**src/pkg/sp0_pkg.sv**
```systemverilog
// Purpose: Shared constants and types for serial port 0.
// Assumes: APB byte addresses are four times the register index.
// Notes: Timer ticks arrive at sixteen times the bit rate.
//
// Summary of operation
// [RULE1] Two upper mode bits pick modes 0-3.
// [RULE2] Modes 1/3 use timer ticks; 0/2 divider.
// [RULE3] Bit 7 is mode or frame error.
// [RULE4] Bad stop bit sets sticky frame error.
// [RULE5] Mode and frame error stored apart.
// [RULE6] Mode 0 multiprocessor bit picks period.
// [RULE7] Mode 1 filter drops bad-stop frames.
// [RULE8] Modes 2/3 filter need ninth bit one.
// [RULE9] Receive enable gates reception, starts mode 0.
// [RULE10] Modes 2/3 send control ninth bit.
// [RULE11] Ninth bit or stop bit captured.
// [RULE12] Transmit done after last data bit.
// [RULE13] Receive done after last sample; modes 2/3 set it at the ninth bit sample, before the stop sample.
// [RULE14] One address: write transmit, read receive.
// [RULE15] Start low, LSB first, stop high.
package sp0_pkg;
  localparam logic [9:0] CTL_IDX = 10'h098;
  localparam logic [9:0] BUF_IDX = 10'h099;
  localparam logic [9:0] CFG_IDX = 10'h0a0;
  localparam logic [9:0] STAT_IDX = 10'h0a1;
  localparam logic [9:0] MASK_IDX = 10'h0a2;
  localparam logic [11:0] CTL_ADDR = {CTL_IDX, 2'h0};
  localparam logic [11:0] BUF_ADDR = {BUF_IDX, 2'h0};
  localparam logic [11:0] CFG_ADDR = {CFG_IDX, 2'h0};
  localparam logic [11:0] STAT_ADDR = {STAT_IDX, 2'h0};
  localparam logic [11:0] MASK_ADDR = {MASK_IDX, 2'h0};
  // Control register bit positions.
  localparam int B_MHI = 7;
  localparam int B_MLO = 6;
  localparam int B_MP = 5;
  localparam int B_REN = 4;
  localparam int B_TB8 = 3;
  localparam int B_RB8 = 2;
  localparam int B_TI = 1;
  localparam int B_RI = 0;
  // Configuration and interrupt bit positions.
  localparam int C_FEV = 0;
  localparam int C_M2F = 1;
  localparam int C_T2 = 2;
  localparam int S_TX = 0;
  localparam int S_RX = 1;
  localparam int S_FE = 2;
  localparam logic [7:0] CTL_RESET = 8'h00;
  localparam logic [2:0] IRQ_RESET = 3'h0;
  // Clock counts per mode 0 half bit and per mode 2 oversample tick.
  localparam logic [5:0] SYNC_SLOW = 6'h06;
  localparam logic [5:0] SYNC_FAST = 6'h02;
  localparam logic [5:0] M2_SLOW = 6'h04;
  localparam logic [5:0] M2_FAST = 6'h02;
  localparam logic [3:0] OS_MID = 4'h7;
  localparam logic [3:0] OS_LAST = 4'hf;
  localparam logic [2:0] BIT_LAST = 3'h7;
  typedef enum logic [1:0] {MODE0 = 2'b00, MODE1 = 2'b01, MODE2 = 2'b10, MODE3 = 2'b11} sp0_mode_type;
  typedef enum logic [2:0] {TX_IDLE = 3'b000, TX_SYNC = 3'b001, TX_START = 3'b010, TX_DATA = 3'b011,
                            TX_NINTH = 3'b100, TX_STOP = 3'b101} sp0_tx_type;
  typedef enum logic [2:0] {RX_IDLE = 3'b000, RX_START = 3'b001, RX_DATA = 3'b010, RX_NINTH = 3'b011,
                            RX_STOP = 3'b100} sp0_rx_type;
endpackage

```
**src/pkg/sp0_tick_if.sv**
```systemverilog
// Purpose: Carries rate pulses from the baud generator to the port.
// Assumes: Both pulses last one clock cycle.
// Notes: os_tick is the sixteen-times tick, sync_tick the mode 0 half bit.
`timescale 1ns/100ps
interface sp0_tick_if;
  logic os_tick;
  logic sync_tick;
  modport gen  (output os_tick, output sync_tick);
  modport user (input os_tick, input sync_tick);
endinterface

```
**src/design/sp0_baud_gen.sv**
```systemverilog
// Purpose: Makes the bit rate pulses for every serial mode.
// Assumes: Timer ticks are one-cycle pulses at sixteen times the bit rate.
// Notes: The divider restarts whenever the mode leaves the divided modes.
`timescale 1ns/100ps
module sp0_baud_gen (
  input  wire logic                clk,
  input  wire logic                rst_n,
  input  wire sp0_pkg::sp0_mode_type mode,
  input  wire logic                multiproc,
  input  wire logic                m2_fast,
  input  wire logic                t2_sel,
  input  wire logic                timer1_tick,
  input  wire logic                timer2_tick,
  sp0_tick_if.gen                  tk
);
  logic [5:0] cnt_q;
  logic [5:0] cnt_d;
  logic       os_q;
  logic       os_d;
  logic       sy_q;
  logic       sy_d;

  // Picks the pulse source and period from the mode.
  always_comb begin
    cnt_d = cnt_q + 6'h01;
    os_d = 1'b0;
    sy_d = 1'b0;
    case (mode)
      sp0_pkg::MODE0: begin
        if (cnt_q == (multiproc ? sp0_pkg::SYNC_FAST : sp0_pkg::SYNC_SLOW) - 6'h01) begin // [RULE6]
          cnt_d = 6'h00;
          sy_d = 1'b1;
        end
      end
      sp0_pkg::MODE2: begin
        if (cnt_q == (m2_fast ? sp0_pkg::M2_FAST : sp0_pkg::M2_SLOW) - 6'h01) begin // [RULE2]
          cnt_d = 6'h00;
          os_d = 1'b1;
        end
      end
      default: begin
        cnt_d = 6'h00;
        os_d = t2_sel ? timer2_tick : timer1_tick; // [RULE2]
      end
    endcase
  end

  // Registers the divider and pulses.
  always_ff @(posedge clk or negedge rst_n) begin
    if (!rst_n) begin
      cnt_q <= 6'h00;
      os_q <= 1'b0;
      sy_q <= 1'b0;
    end else begin
      cnt_q <= cnt_d;
      os_q <= os_d;
      sy_q <= sy_d;
    end
  end

  assign tk.os_tick = os_q;
  assign tk.sync_tick = sy_q;
endmodule

```
**src/design/sp0_serial_port.sv**
```systemverilog
// Purpose: Serial port 0 with APB registers, framing and interrupts.
// Assumes: APB master holds a request until pready; pins are synchronous.
// Notes: In mode 0 txd carries the shift clock and rxd the data.
//
// Implementation choice: the APB register port.
`timescale 1ns/100ps
module sp0_serial_port (
  input  wire logic        clk,
  input  wire logic        rst_n,
  input  wire logic        psel,
  input  wire logic        penable,
  input  wire logic        pwrite,
  input  wire logic [11:0] paddr,
  input  wire logic [31:0] pwdata,
  output logic      [31:0] prdata,
  output logic             pready,
  output logic             pslverr,
  input  wire logic        timer1_tick,
  input  wire logic        timer2_tick,
  input  wire logic        rxd_in,
  output logic             rxd_out,
  output logic             rxd_oe,
  output logic             txd,
  output logic             irq
);
  typedef struct packed {
    sp0_pkg::sp0_mode_type mode;
    logic mp, ren, tb8, rb8, ti, ri, fe, fev, m2f, t2;
    logic [2:0] stat, mask;
    logic [7:0] rxbuf, txsh, rxsh;
    sp0_pkg::sp0_tx_type tx_st;
    logic [3:0] tx_ph;
    logic [2:0] tx_cnt;
    logic sync_rx;
    sp0_pkg::sp0_rx_type rx_st;
    logic [3:0] rx_ph;
    logic [2:0] rx_cnt;
    logic txd, rxo, rxoe, irq;
    logic [31:0] prdata;
    logic pready, pslverr;
  } sp0_core_type;

  // Package constants used throughout the port, named once here.
  typedef sp0_pkg::sp0_mode_type sp0_mode_type;
  localparam int B_MHI = sp0_pkg::B_MHI, B_MLO = sp0_pkg::B_MLO, B_MP = sp0_pkg::B_MP, B_REN = sp0_pkg::B_REN;
  localparam int B_TB8 = sp0_pkg::B_TB8, B_RB8 = sp0_pkg::B_RB8, B_TI = sp0_pkg::B_TI, B_RI = sp0_pkg::B_RI;
  localparam int C_FEV = sp0_pkg::C_FEV, C_M2F = sp0_pkg::C_M2F, C_T2 = sp0_pkg::C_T2;
  localparam int S_TX = sp0_pkg::S_TX, S_RX = sp0_pkg::S_RX, S_FE = sp0_pkg::S_FE;
  localparam logic [11:0] CTL_ADDR = sp0_pkg::CTL_ADDR, BUF_ADDR = sp0_pkg::BUF_ADDR, CFG_ADDR = sp0_pkg::CFG_ADDR;
  localparam logic [11:0] STAT_ADDR = sp0_pkg::STAT_ADDR, MASK_ADDR = sp0_pkg::MASK_ADDR;
  localparam logic [7:0] CTL_RESET = sp0_pkg::CTL_RESET;
  localparam logic [2:0] IRQ_RESET = sp0_pkg::IRQ_RESET, BIT_LAST = sp0_pkg::BIT_LAST;
  localparam logic [3:0] OS_MID = sp0_pkg::OS_MID, OS_LAST = sp0_pkg::OS_LAST;
  localparam sp0_mode_type MODE0 = sp0_pkg::MODE0, MODE1 = sp0_pkg::MODE1;
  localparam sp0_pkg::sp0_tx_type TX_IDLE = sp0_pkg::TX_IDLE, TX_SYNC = sp0_pkg::TX_SYNC;
  localparam sp0_pkg::sp0_tx_type TX_START = sp0_pkg::TX_START, TX_DATA = sp0_pkg::TX_DATA;
  localparam sp0_pkg::sp0_tx_type TX_NINTH = sp0_pkg::TX_NINTH, TX_STOP = sp0_pkg::TX_STOP;
  localparam sp0_pkg::sp0_rx_type RX_IDLE = sp0_pkg::RX_IDLE, RX_START = sp0_pkg::RX_START;
  localparam sp0_pkg::sp0_rx_type RX_DATA = sp0_pkg::RX_DATA, RX_NINTH = sp0_pkg::RX_NINTH;
  localparam sp0_pkg::sp0_rx_type RX_STOP = sp0_pkg::RX_STOP;

  sp0_core_type q;
  sp0_core_type n;
  logic         acc;
  logic         wr;
  logic         ev_tx;
  logic         ev_rx;
  logic         ev_fe;
  logic [7:0]   ctl_view;
  logic [7:0]   wb;

  sp0_tick_if tk ();

  // Rate pulses for the shifters.
  sp0_baud_gen u_baud (
    .clk         (clk),
    .rst_n       (rst_n),
    .mode        (q.mode),
    .multiproc   (q.mp),
    .m2_fast     (q.m2f),
    .t2_sel      (q.t2),
    .timer1_tick (timer1_tick),
    .timer2_tick (timer2_tick),
    .tk          (tk)
  );

  // Next state of the registers, shifters and bus answer.
  always_comb begin
    n = q;
    n.pready = 1'b0;
    n.pslverr = 1'b0;
    ev_tx = 1'b0;
    ev_rx = 1'b0;
    ev_fe = 1'b0;
    wb = pwdata[7:0];
    acc = psel & penable & ~q.pready;
    wr = psel & penable & q.pready & pwrite;
    ctl_view = {q.mode, q.mp, q.ren, q.tb8, q.rb8, q.ti, q.ri};
    ctl_view[B_MHI] = q.fev ? q.fe : q.mode[1]; // [RULE3]
    // Read data is fetched in the first access cycle, answered next.
    if (acc) begin
      n.pready = 1'b1;
      n.prdata = 32'h0000_0000;
      case (paddr)
        CTL_ADDR: n.prdata[7:0] = ctl_view;
        BUF_ADDR: n.prdata[7:0] = q.rxbuf; // [RULE14]
        CFG_ADDR: n.prdata[2:0] = {q.t2, q.m2f, q.fev};
        STAT_ADDR: n.prdata[2:0] = q.stat;
        MASK_ADDR: n.prdata[2:0] = q.mask;
        default: n.pslverr = 1'b1;
      endcase
    end
    // Writes land at the edge where pready is seen high.
    if (wr) begin
      case (paddr)
        CTL_ADDR: begin
          if (q.fev) begin
            n.fe = wb[B_MHI]; // [RULE5]
          end else begin
            n.mode[1] = wb[B_MHI]; // [RULE3]
          end
          n.mode[0] = wb[B_MLO];
          n.mp = wb[B_MP];
          n.ren = wb[B_REN];
          n.tb8 = wb[B_TB8];
          n.rb8 = wb[B_RB8];
          n.ti = wb[B_TI];
          n.ri = wb[B_RI];
        end
        BUF_ADDR: begin
          if (q.tx_st == TX_IDLE) begin // [RULE14]
            n.tx_ph = 4'h0;
            n.tx_cnt = 3'h0;
            if (q.mode == MODE0) begin
              n.tx_st = TX_SYNC;
              n.sync_rx = 1'b0;
              n.rxoe = 1'b1;
              n.rxo = wb[0];
              n.txsh = {1'b0, wb[7:1]};
            end else begin
              n.tx_st = TX_START;
              n.txd = 1'b0; // [RULE15]
              n.txsh = wb;
            end
          end
        end
        CFG_ADDR: begin
          n.fev = wb[C_FEV];
          n.m2f = wb[C_M2F];
          n.t2 = wb[C_T2];
        end
        STAT_ADDR: n.stat = q.stat & ~wb[2:0];
        MASK_ADDR: n.mask = wb[2:0];
        default: n.mask = q.mask;
      endcase
    end
    // Mode 0 receive starts when enabled and the last byte was taken.
    if (q.tx_st == TX_IDLE && n.tx_st == TX_IDLE && q.mode == MODE0 && q.ren && !q.ri) begin // [RULE9]
      n.tx_st = TX_SYNC;
      n.sync_rx = 1'b1;
      n.rxoe = 1'b0;
      n.tx_cnt = 3'h0;
      n.tx_ph = 4'h0;
    end
    // Transmit and mode 0 shift engine.
    case (q.tx_st)
      TX_SYNC: begin
        if (tk.sync_tick) begin
          n.tx_ph = q.tx_ph + 4'h1;
          if (!q.tx_ph[0]) begin
            n.txd = 1'b0;
          end else begin
            n.txd = 1'b1;
            if (q.sync_rx) begin
              n.rxsh = {rxd_in, q.rxsh[7:1]};
            end
            if (q.tx_cnt == BIT_LAST) begin
              n.tx_st = TX_IDLE;
              n.rxoe = 1'b0;
              if (q.sync_rx) begin
                n.rxbuf = {rxd_in, q.rxsh[7:1]};
                n.ri = 1'b1; // [RULE13]
                ev_rx = 1'b1;
              end else begin
                n.ti = 1'b1; // [RULE12]
                ev_tx = 1'b1;
              end
            end else begin
              n.tx_cnt = q.tx_cnt + 3'h1;
              n.rxo = q.txsh[0];
              n.txsh = {1'b0, q.txsh[7:1]};
            end
          end
        end
      end
      TX_START, TX_DATA, TX_NINTH, TX_STOP: begin
        if (tk.os_tick) begin
          n.tx_ph = q.tx_ph + 4'h1;
          if (q.tx_ph == OS_LAST) begin
            case (q.tx_st)
              TX_START: begin
                n.tx_st = TX_DATA;
                n.txd = q.txsh[0]; // [RULE15]
                n.txsh = {1'b0, q.txsh[7:1]};
              end
              TX_DATA: begin
                if (q.tx_cnt != BIT_LAST) begin
                  n.tx_cnt = q.tx_cnt + 3'h1;
                  n.txd = q.txsh[0];
                  n.txsh = {1'b0, q.txsh[7:1]};
                end else if (q.mode[1]) begin // [RULE1]
                  n.tx_st = TX_NINTH;
                  n.txd = q.tb8; // [RULE10]
                end else begin
                  n.tx_st = TX_STOP;
                  n.txd = 1'b1;
                  n.ti = 1'b1; // [RULE12]
                  ev_tx = 1'b1;
                end
              end
              TX_NINTH: begin
                n.tx_st = TX_STOP;
                n.txd = 1'b1; // [RULE15]
                n.ti = 1'b1; // [RULE12]
                ev_tx = 1'b1;
              end
              default: n.tx_st = TX_IDLE;
            endcase
          end
        end
      end
      default: n.tx_ph = q.tx_ph;
    endcase
    // Asynchronous receiver, sampling mid bit at sixteen times the rate.
    if (!q.ren || q.mode == MODE0) begin
      n.rx_st = RX_IDLE; // [RULE9]
    end else if (tk.os_tick) begin
      n.rx_ph = q.rx_ph + 4'h1;
      if (q.rx_st == RX_IDLE) begin
        n.rx_ph = 4'h0;
        if (!rxd_in) begin
          n.rx_st = RX_START;
        end
      end else if (q.rx_ph == OS_MID) begin
        case (q.rx_st)
          RX_START: n.rx_st = rxd_in ? RX_IDLE : RX_DATA;
          RX_DATA: begin
            n.rxsh = {rxd_in, q.rxsh[7:1]}; // [RULE15]
            n.rx_cnt = q.rx_cnt + 3'h1;
            if (q.rx_cnt == BIT_LAST) begin
              n.rx_st = q.mode[1] ? RX_NINTH : RX_STOP; // [RULE1]
            end
          end
          RX_NINTH: begin
            n.rx_st = RX_STOP;
            n.rb8 = rxd_in; // [RULE11]
            if (!q.mp || rxd_in) begin // [RULE8]
              n.rxbuf = q.rxsh;
              n.ri = 1'b1; // [RULE13]
              ev_rx = 1'b1;
            end
          end
          RX_STOP: begin
            n.rx_st = RX_IDLE;
            if (!rxd_in) begin
              n.fe = 1'b1; // [RULE4]
              ev_fe = 1'b1;
            end
            if (!q.mode[1] && (!q.mp || rxd_in)) begin // [RULE7]
              n.rxbuf = q.rxsh;
              n.ri = 1'b1; // [RULE13]
              ev_rx = 1'b1;
              if (!q.mp) begin
                n.rb8 = rxd_in; // [RULE11]
              end
            end
          end
          default: n.rx_st = RX_IDLE;
        endcase
      end
    end
    if (n.rx_st == RX_IDLE) begin
      n.rx_cnt = 3'h0;
    end
    // Events are applied last so a set beats a clear in the same cycle.
    n.stat[S_TX] = n.stat[S_TX] | ev_tx;
    n.stat[S_RX] = n.stat[S_RX] | ev_rx;
    n.stat[S_FE] = n.stat[S_FE] | ev_fe;
    n.irq = |(n.stat & n.mask);
  end

  // Registers all state; the idle line is high.
  always_ff @(posedge clk or negedge rst_n) begin
    if (!rst_n) begin
      q <= '0;
      q.mode <= sp0_mode_type'(CTL_RESET[7:6]);
      q.stat <= IRQ_RESET;
      q.mask <= IRQ_RESET;
      q.tx_st <= TX_IDLE;
      q.rx_st <= RX_IDLE;
      q.txd <= 1'b1;
      q.rxo <= 1'b1;
    end else begin
      q <= n;
    end
  end

  assign prdata = q.prdata;
  assign pready = q.pready;
  assign pslverr = q.pslverr;
  assign rxd_out = q.rxo;
  assign rxd_oe = q.rxoe;
  assign txd = q.txd;
  assign irq = q.irq;
endmodule

```
**config.mk**
```make
export PLATFORM = sky130hd
export DESIGN_NAME = sp0_serial_port
export DESIGN_NICKNAME = d
export VERILOG_FILES = /design/src/pkg/sp0_pkg.sv /design/src/pkg/sp0_tick_if.sv /design/src/design/sp0_baud_gen.sv /design/src/design/sp0_serial_port.sv
export SDC_FILE = /design/constraint.sdc
export NUM_CORES = 1
export LEC_CHECK = 0
export BUFFER_PORTS_ARGS = -buffer_cell sky130_fd_sc_hd__buf_4
export CORE_ASPECT_RATIO = 0.9
export CORE_MARGIN = 4
export CORE_UTILIZATION = 29
export CTS_BUF_LIST = sky130_fd_sc_hd__clkbuf_8
export DETAILED_ROUTE_END_ITERATION = 8
export MAX_ROUTING_LAYER = met4
export PLACE_DENSITY = 0.48
export SLEW_MARGIN = 25
export SYNTH_ARGS = -nofsm -noshare
export SYNTH_HDL_FRONTEND = slang
export SYNTH_SLANG_ARGS = --single-unit
```
**constraint.sdc**
```tcl
create_clock -name clk -period 5.52 [get_ports clk]
set_input_delay 0.828 -clock clk [delete_from_list [all_inputs] [get_ports clk]]
set_output_delay 0.828 -clock clk [all_outputs]
set_load 0.01 [all_outputs]
```
== After elaboration in Yosys (flattened, before gate mapping) ==
Index checks and enable logic that the tools add are counted.
Cells by class
  eq/ne operators: 24
  mux-type cells: 159
  $add $sub $neg: 7
  bitwise logic cells: 13
  reduce and logical (&&, ||, !) cells: 33
Operators by type and width (count)
  8-bit two-way mux: 24
  3-bit two-way mux: 28
  12-bit by 10-bit == test with 1-bit output, second input constant: 5
  1-bit two-way mux: 60
  8-bit case mux with 2 select lines: 3
  11-bit two-way mux: 4
  34-bit two-way mux: 1
  27-bit two-way mux: 1
  2-bit two-way mux: 13
  10-bit two-way mux: 2
  1-bit case mux with 2 select lines: 9
  3-bit case mux with 3 select lines: 2
  2-bit nonzero test: 8
  3-bit == test, second input constant: 5
  3-bit case mux with 5 select lines: 1
  13-bit two-way mux: 1
  3-bit by 2-bit == test with 1-bit output, second input constant: 4
  6-bit == test: 2
  3-bit logical NOT: 4
  6-bit two-way mux: 2
  3-bit case mux with 2 select lines: 2
  6-bit case mux with 2 select lines: 1
  6-bit by 1-bit subtractor with 6-bit output, second input constant: 2
  5-bit case mux with 2 select lines: 1
  28 further kinds: 51
Word-level totals
  input port bits: 52
  output and inout port bits: 38
  word-level logic and storage cells: 270
  register bits after elaboration: 85

== Longest topological paths before layout ==
  word-level depth: 21
  depth in mapped cells: 8
  mapped depth without buffers: 7

== By module ==
From an unflattened synthesis, not the netlist that was laid out.
Second synthesis, totals
  cell total of the unflattened synthesis: 545
  area, all modules: 5138.7 um2
By module, submodules not included
  sp0_serial_port: times used 1, seq. area each 1929.4 um2, cells each 506, area an instance 4718.3 um2
  sp0_baud_gen: times used 1, seq. area each 200.2 um2, cells each 39, area an instance 420.4 um2

== Worst setup path after synthesis ==
Ideal clock, no wire load.
  path kind: input to register
  start point: input paddr[3]
  end point: register q[67] (netlist bit)
  library setup time: 0.125 ns
  buffers on the path: 2
  arrival: 2.411 ns
  stages on the path: 7
  slack: 2.984 ns
  required time: 5.395 ns
  cell sequence: buf_6 > or4b_4 > nor2_2 > nand3_2 > buf_6 > mux2_4 > mux2_2
RTL lines
  start: declaration: RTL line sp0_serial_port.sv:13  | input wire logic [11:0] paddr,
  end signal: assignment: RTL line sp0_serial_port.sv:304  | q <= n;
  end: declaration: RTL line sp0_serial_port.sv:62  | sp0_core_type q;

==> run metrics <==
row count=45; DRC Markers=0; clk_lat worst skew=380 ps; layout cells sized above 1=25.0%; antenna violations before repair=0; CTS max path bufs=2; Port Buffers=41; PwrDens=245 nW/um2; max_slew headroom=49.7%; Num CTS Buffers=9; clock skew=17.3 ps; number of synthesized flops with an enable pin=0; via density per instance=5.01; GRT Util Overall=13.2%; Final setup viols=0; Post-DP HPWL=8790 um; setup_tns=0 ps; fin crit share=48.2%; Post-CTS Resized=0; drt first pass iters=4; IO Pins=90; Critical Path RT=5790 ps; dominant cells by area after synthesis=dfrtp_1 (42%), mux2_2 (8.6%), buf_4 (4.8%); Final Core Density=32.5%; cts hold-fix bufs=0; FFs w/ async S/R, synth=100%; die area=19200 um2; Initial Utilization=29.4%; post-CTS setup buffer count=0; FF+latch count, synth=85; area of the multi-input gates=2500 um2; Critical Path Sink Type=register; P_leak=0.00246 uW; max cap viols=0; # diodes=0; Cells after Synth=478; final net count=563; Worst Hold Class=in2async; clk slew on worst S/H paths=90 ps; clock period minus worst slack=2660 ps; Starting DRT DRC Count=206; crit path launch type=input port; wire per inst=16.7 um; Core Footprint=16800 um2; Placer Congestion=0.817; top cells by count, synth=dfrtp_1 (83), mux2_2 (38), buf_4 (32), nand2_1 (32), nor2_1 (27); CTS Sinks=85; mean post-synth cell area=10.4 um2; largest net degree at the start of global routing=58; Seq/Total Area, Yosys=43.0%; clock root buffer=clkbuf_8; Final Power=1340 uW; synthesis warning total=0; final hold viol count=0; Die H=132 um; Worst IR Drop VDD=105 uV; arrival time at the worst endpoint=2930 ps; most numerous cell in the Yosys netlist=dfrtp_1; synthesized area=4950 um2; Post-synth top flop=dfrtp_1; ANT nets after route=0; number of global-route vias before repair=3491; critical path type=in2reg; RSZ-0062 raised after global routing=no; actual slew at the worst max-slew pin=755 ps; status=complete, no violations; number of fill cells in the layout=1725; first-pass GRT wire length=19700 um; synth-to-layout area growth=10.5%; CTS tree=done; H-tree levels=3; via count=3605; post-synth top area cell=dfrtp_1; Yosys top cell area share=41.9%; FF/Latch Area=2130 um2; critical path fanouts, max=10; Die X=146 um; Final Slew Violations=0; Peak Freq=376 MHz; Total Wirelength=12000 um; Congestion Overflow GR=0; library cells used by synthesis=77
==> power by group <==
| part | switching (uW) | internal (uW) | leakage (uW) |
|---|---|---|---|
| clock network | 248 | 179 | 0.0000947 |
| registers | 49.4 | 674 | 0.00109 |
| logic | 97.3 | 92.6 | 0.00127 |
| total | 395 | 946 | 0.00246 |
==> state kept, by name, summed over array words and instances, names as in the netlist, 6 cells and up <==
signal        count
q                56
prdata            8
ctl_view          7
u_baud.cnt_q      6
==> critical path, stage by stage <==
cell	delay, ps
buf_4	110
or4b_4	600
nor4_4	700
a32oi_1	170
o21ba_1	260
mux2_4	260
==> area by class of cell <==
type / instances / share of cell area [%]
clock buffers: 10 / 2.51
well taps: 211 / 4.82
inverters: 20 / 1.37
flip-flops and latches: 85 / 38.9
repair buffers: 43 / 5.90
clock inverters: 6 / 0.846
multi-input cells: 344 / 45.7
==> through the flow <==
stage / area, um2 / setup slack [ps] / hold WS, ps / std cells
after detailed placement: 5290 / 2450 / 475 / 703
after global routing: 5480 / 2670 / 384 / 719
final: 5480 / 2860 / 380 / 719
after global placement: 5290 / 2460 / 471 / 703
after CTS: 5480 / 2850 / 374 / 719
after floorplan: 5040 / 2980 / 450 / 501
==> routing by layer <==
layer | vias up | wire, um | global-route usage (%)
met5 | - | 0 | -
met4 | 0 | 89 | 2.32
met3 | 9 | 595 | 3.88
met2 | 77 | 5490 | 20.1
met1 | 1771 | 5820 | 17.7
li1 | 1748 | - | -
==> cells by family (layout without fill, tap and decap cells) <==
| logic type | after synthesis | count (layout) | synth area share [%] |
|---|---|---|---|
| compound gates | 103 | 103 | 14.5 |
| xor+xnor | 10 | 10 | 1.77 |
| fa+ha+maj | 8 | 8 | 2.02 |
| buf+inv | 72 | 79 | 8.28 |
| flops | 85 | 85 | 43.0 |
| mux | 61 | 61 | 14.1 |
| other cells | 1 | 24 | 0.0757 |
| simple gates | 138 | 138 | 16.2 |
==> cell usage in the layout, fill, tap and decap left out, types with 7 or more instances in the layout <==
cell type,synthesis,layout
a21oi_1,13,13
nor2b_1,7,7
clkbuf_8,0,10
mux2_4,8,8
nand4_1,9,9
inv_1,20,21
mux2_2,38,38
nand2b_1,8,8
ha_1,8,8
nand3_1,11,11
conb_1,1,24
dfrtp_1,83,83
mux2i_1,15,15
buf_4,32,43
nor2_1,27,27
o21ai_0,26,26
nand2_1,32,32
==> final timing paths <==
kind                                  startpoint                       endpoint  slack, ps  depth (start not counted)
setup / recovery                        paddr[8]                q[49]$_DFF_PN0_       2860                          6
hold / removal                             rst_n  u_baud.tk.sync_tick$_DFF_PN0_        380                          1
setup reg to reg              q[100]$_DFFE_PN0P_                  irq$_DFF_PN0_       2920                          5
hold reg to reg            prdata[5]$_DFFE_PN0P_          prdata[5]$_DFFE_PN0P_        490                          2
max in group asynchronous                  rst_n                q[74]$_DFF_PN0_       4050                          2
min in group clk           prdata[5]$_DFFE_PN0P_          prdata[5]$_DFFE_PN0P_        490                          2
(Power assumes the default switching activity.)
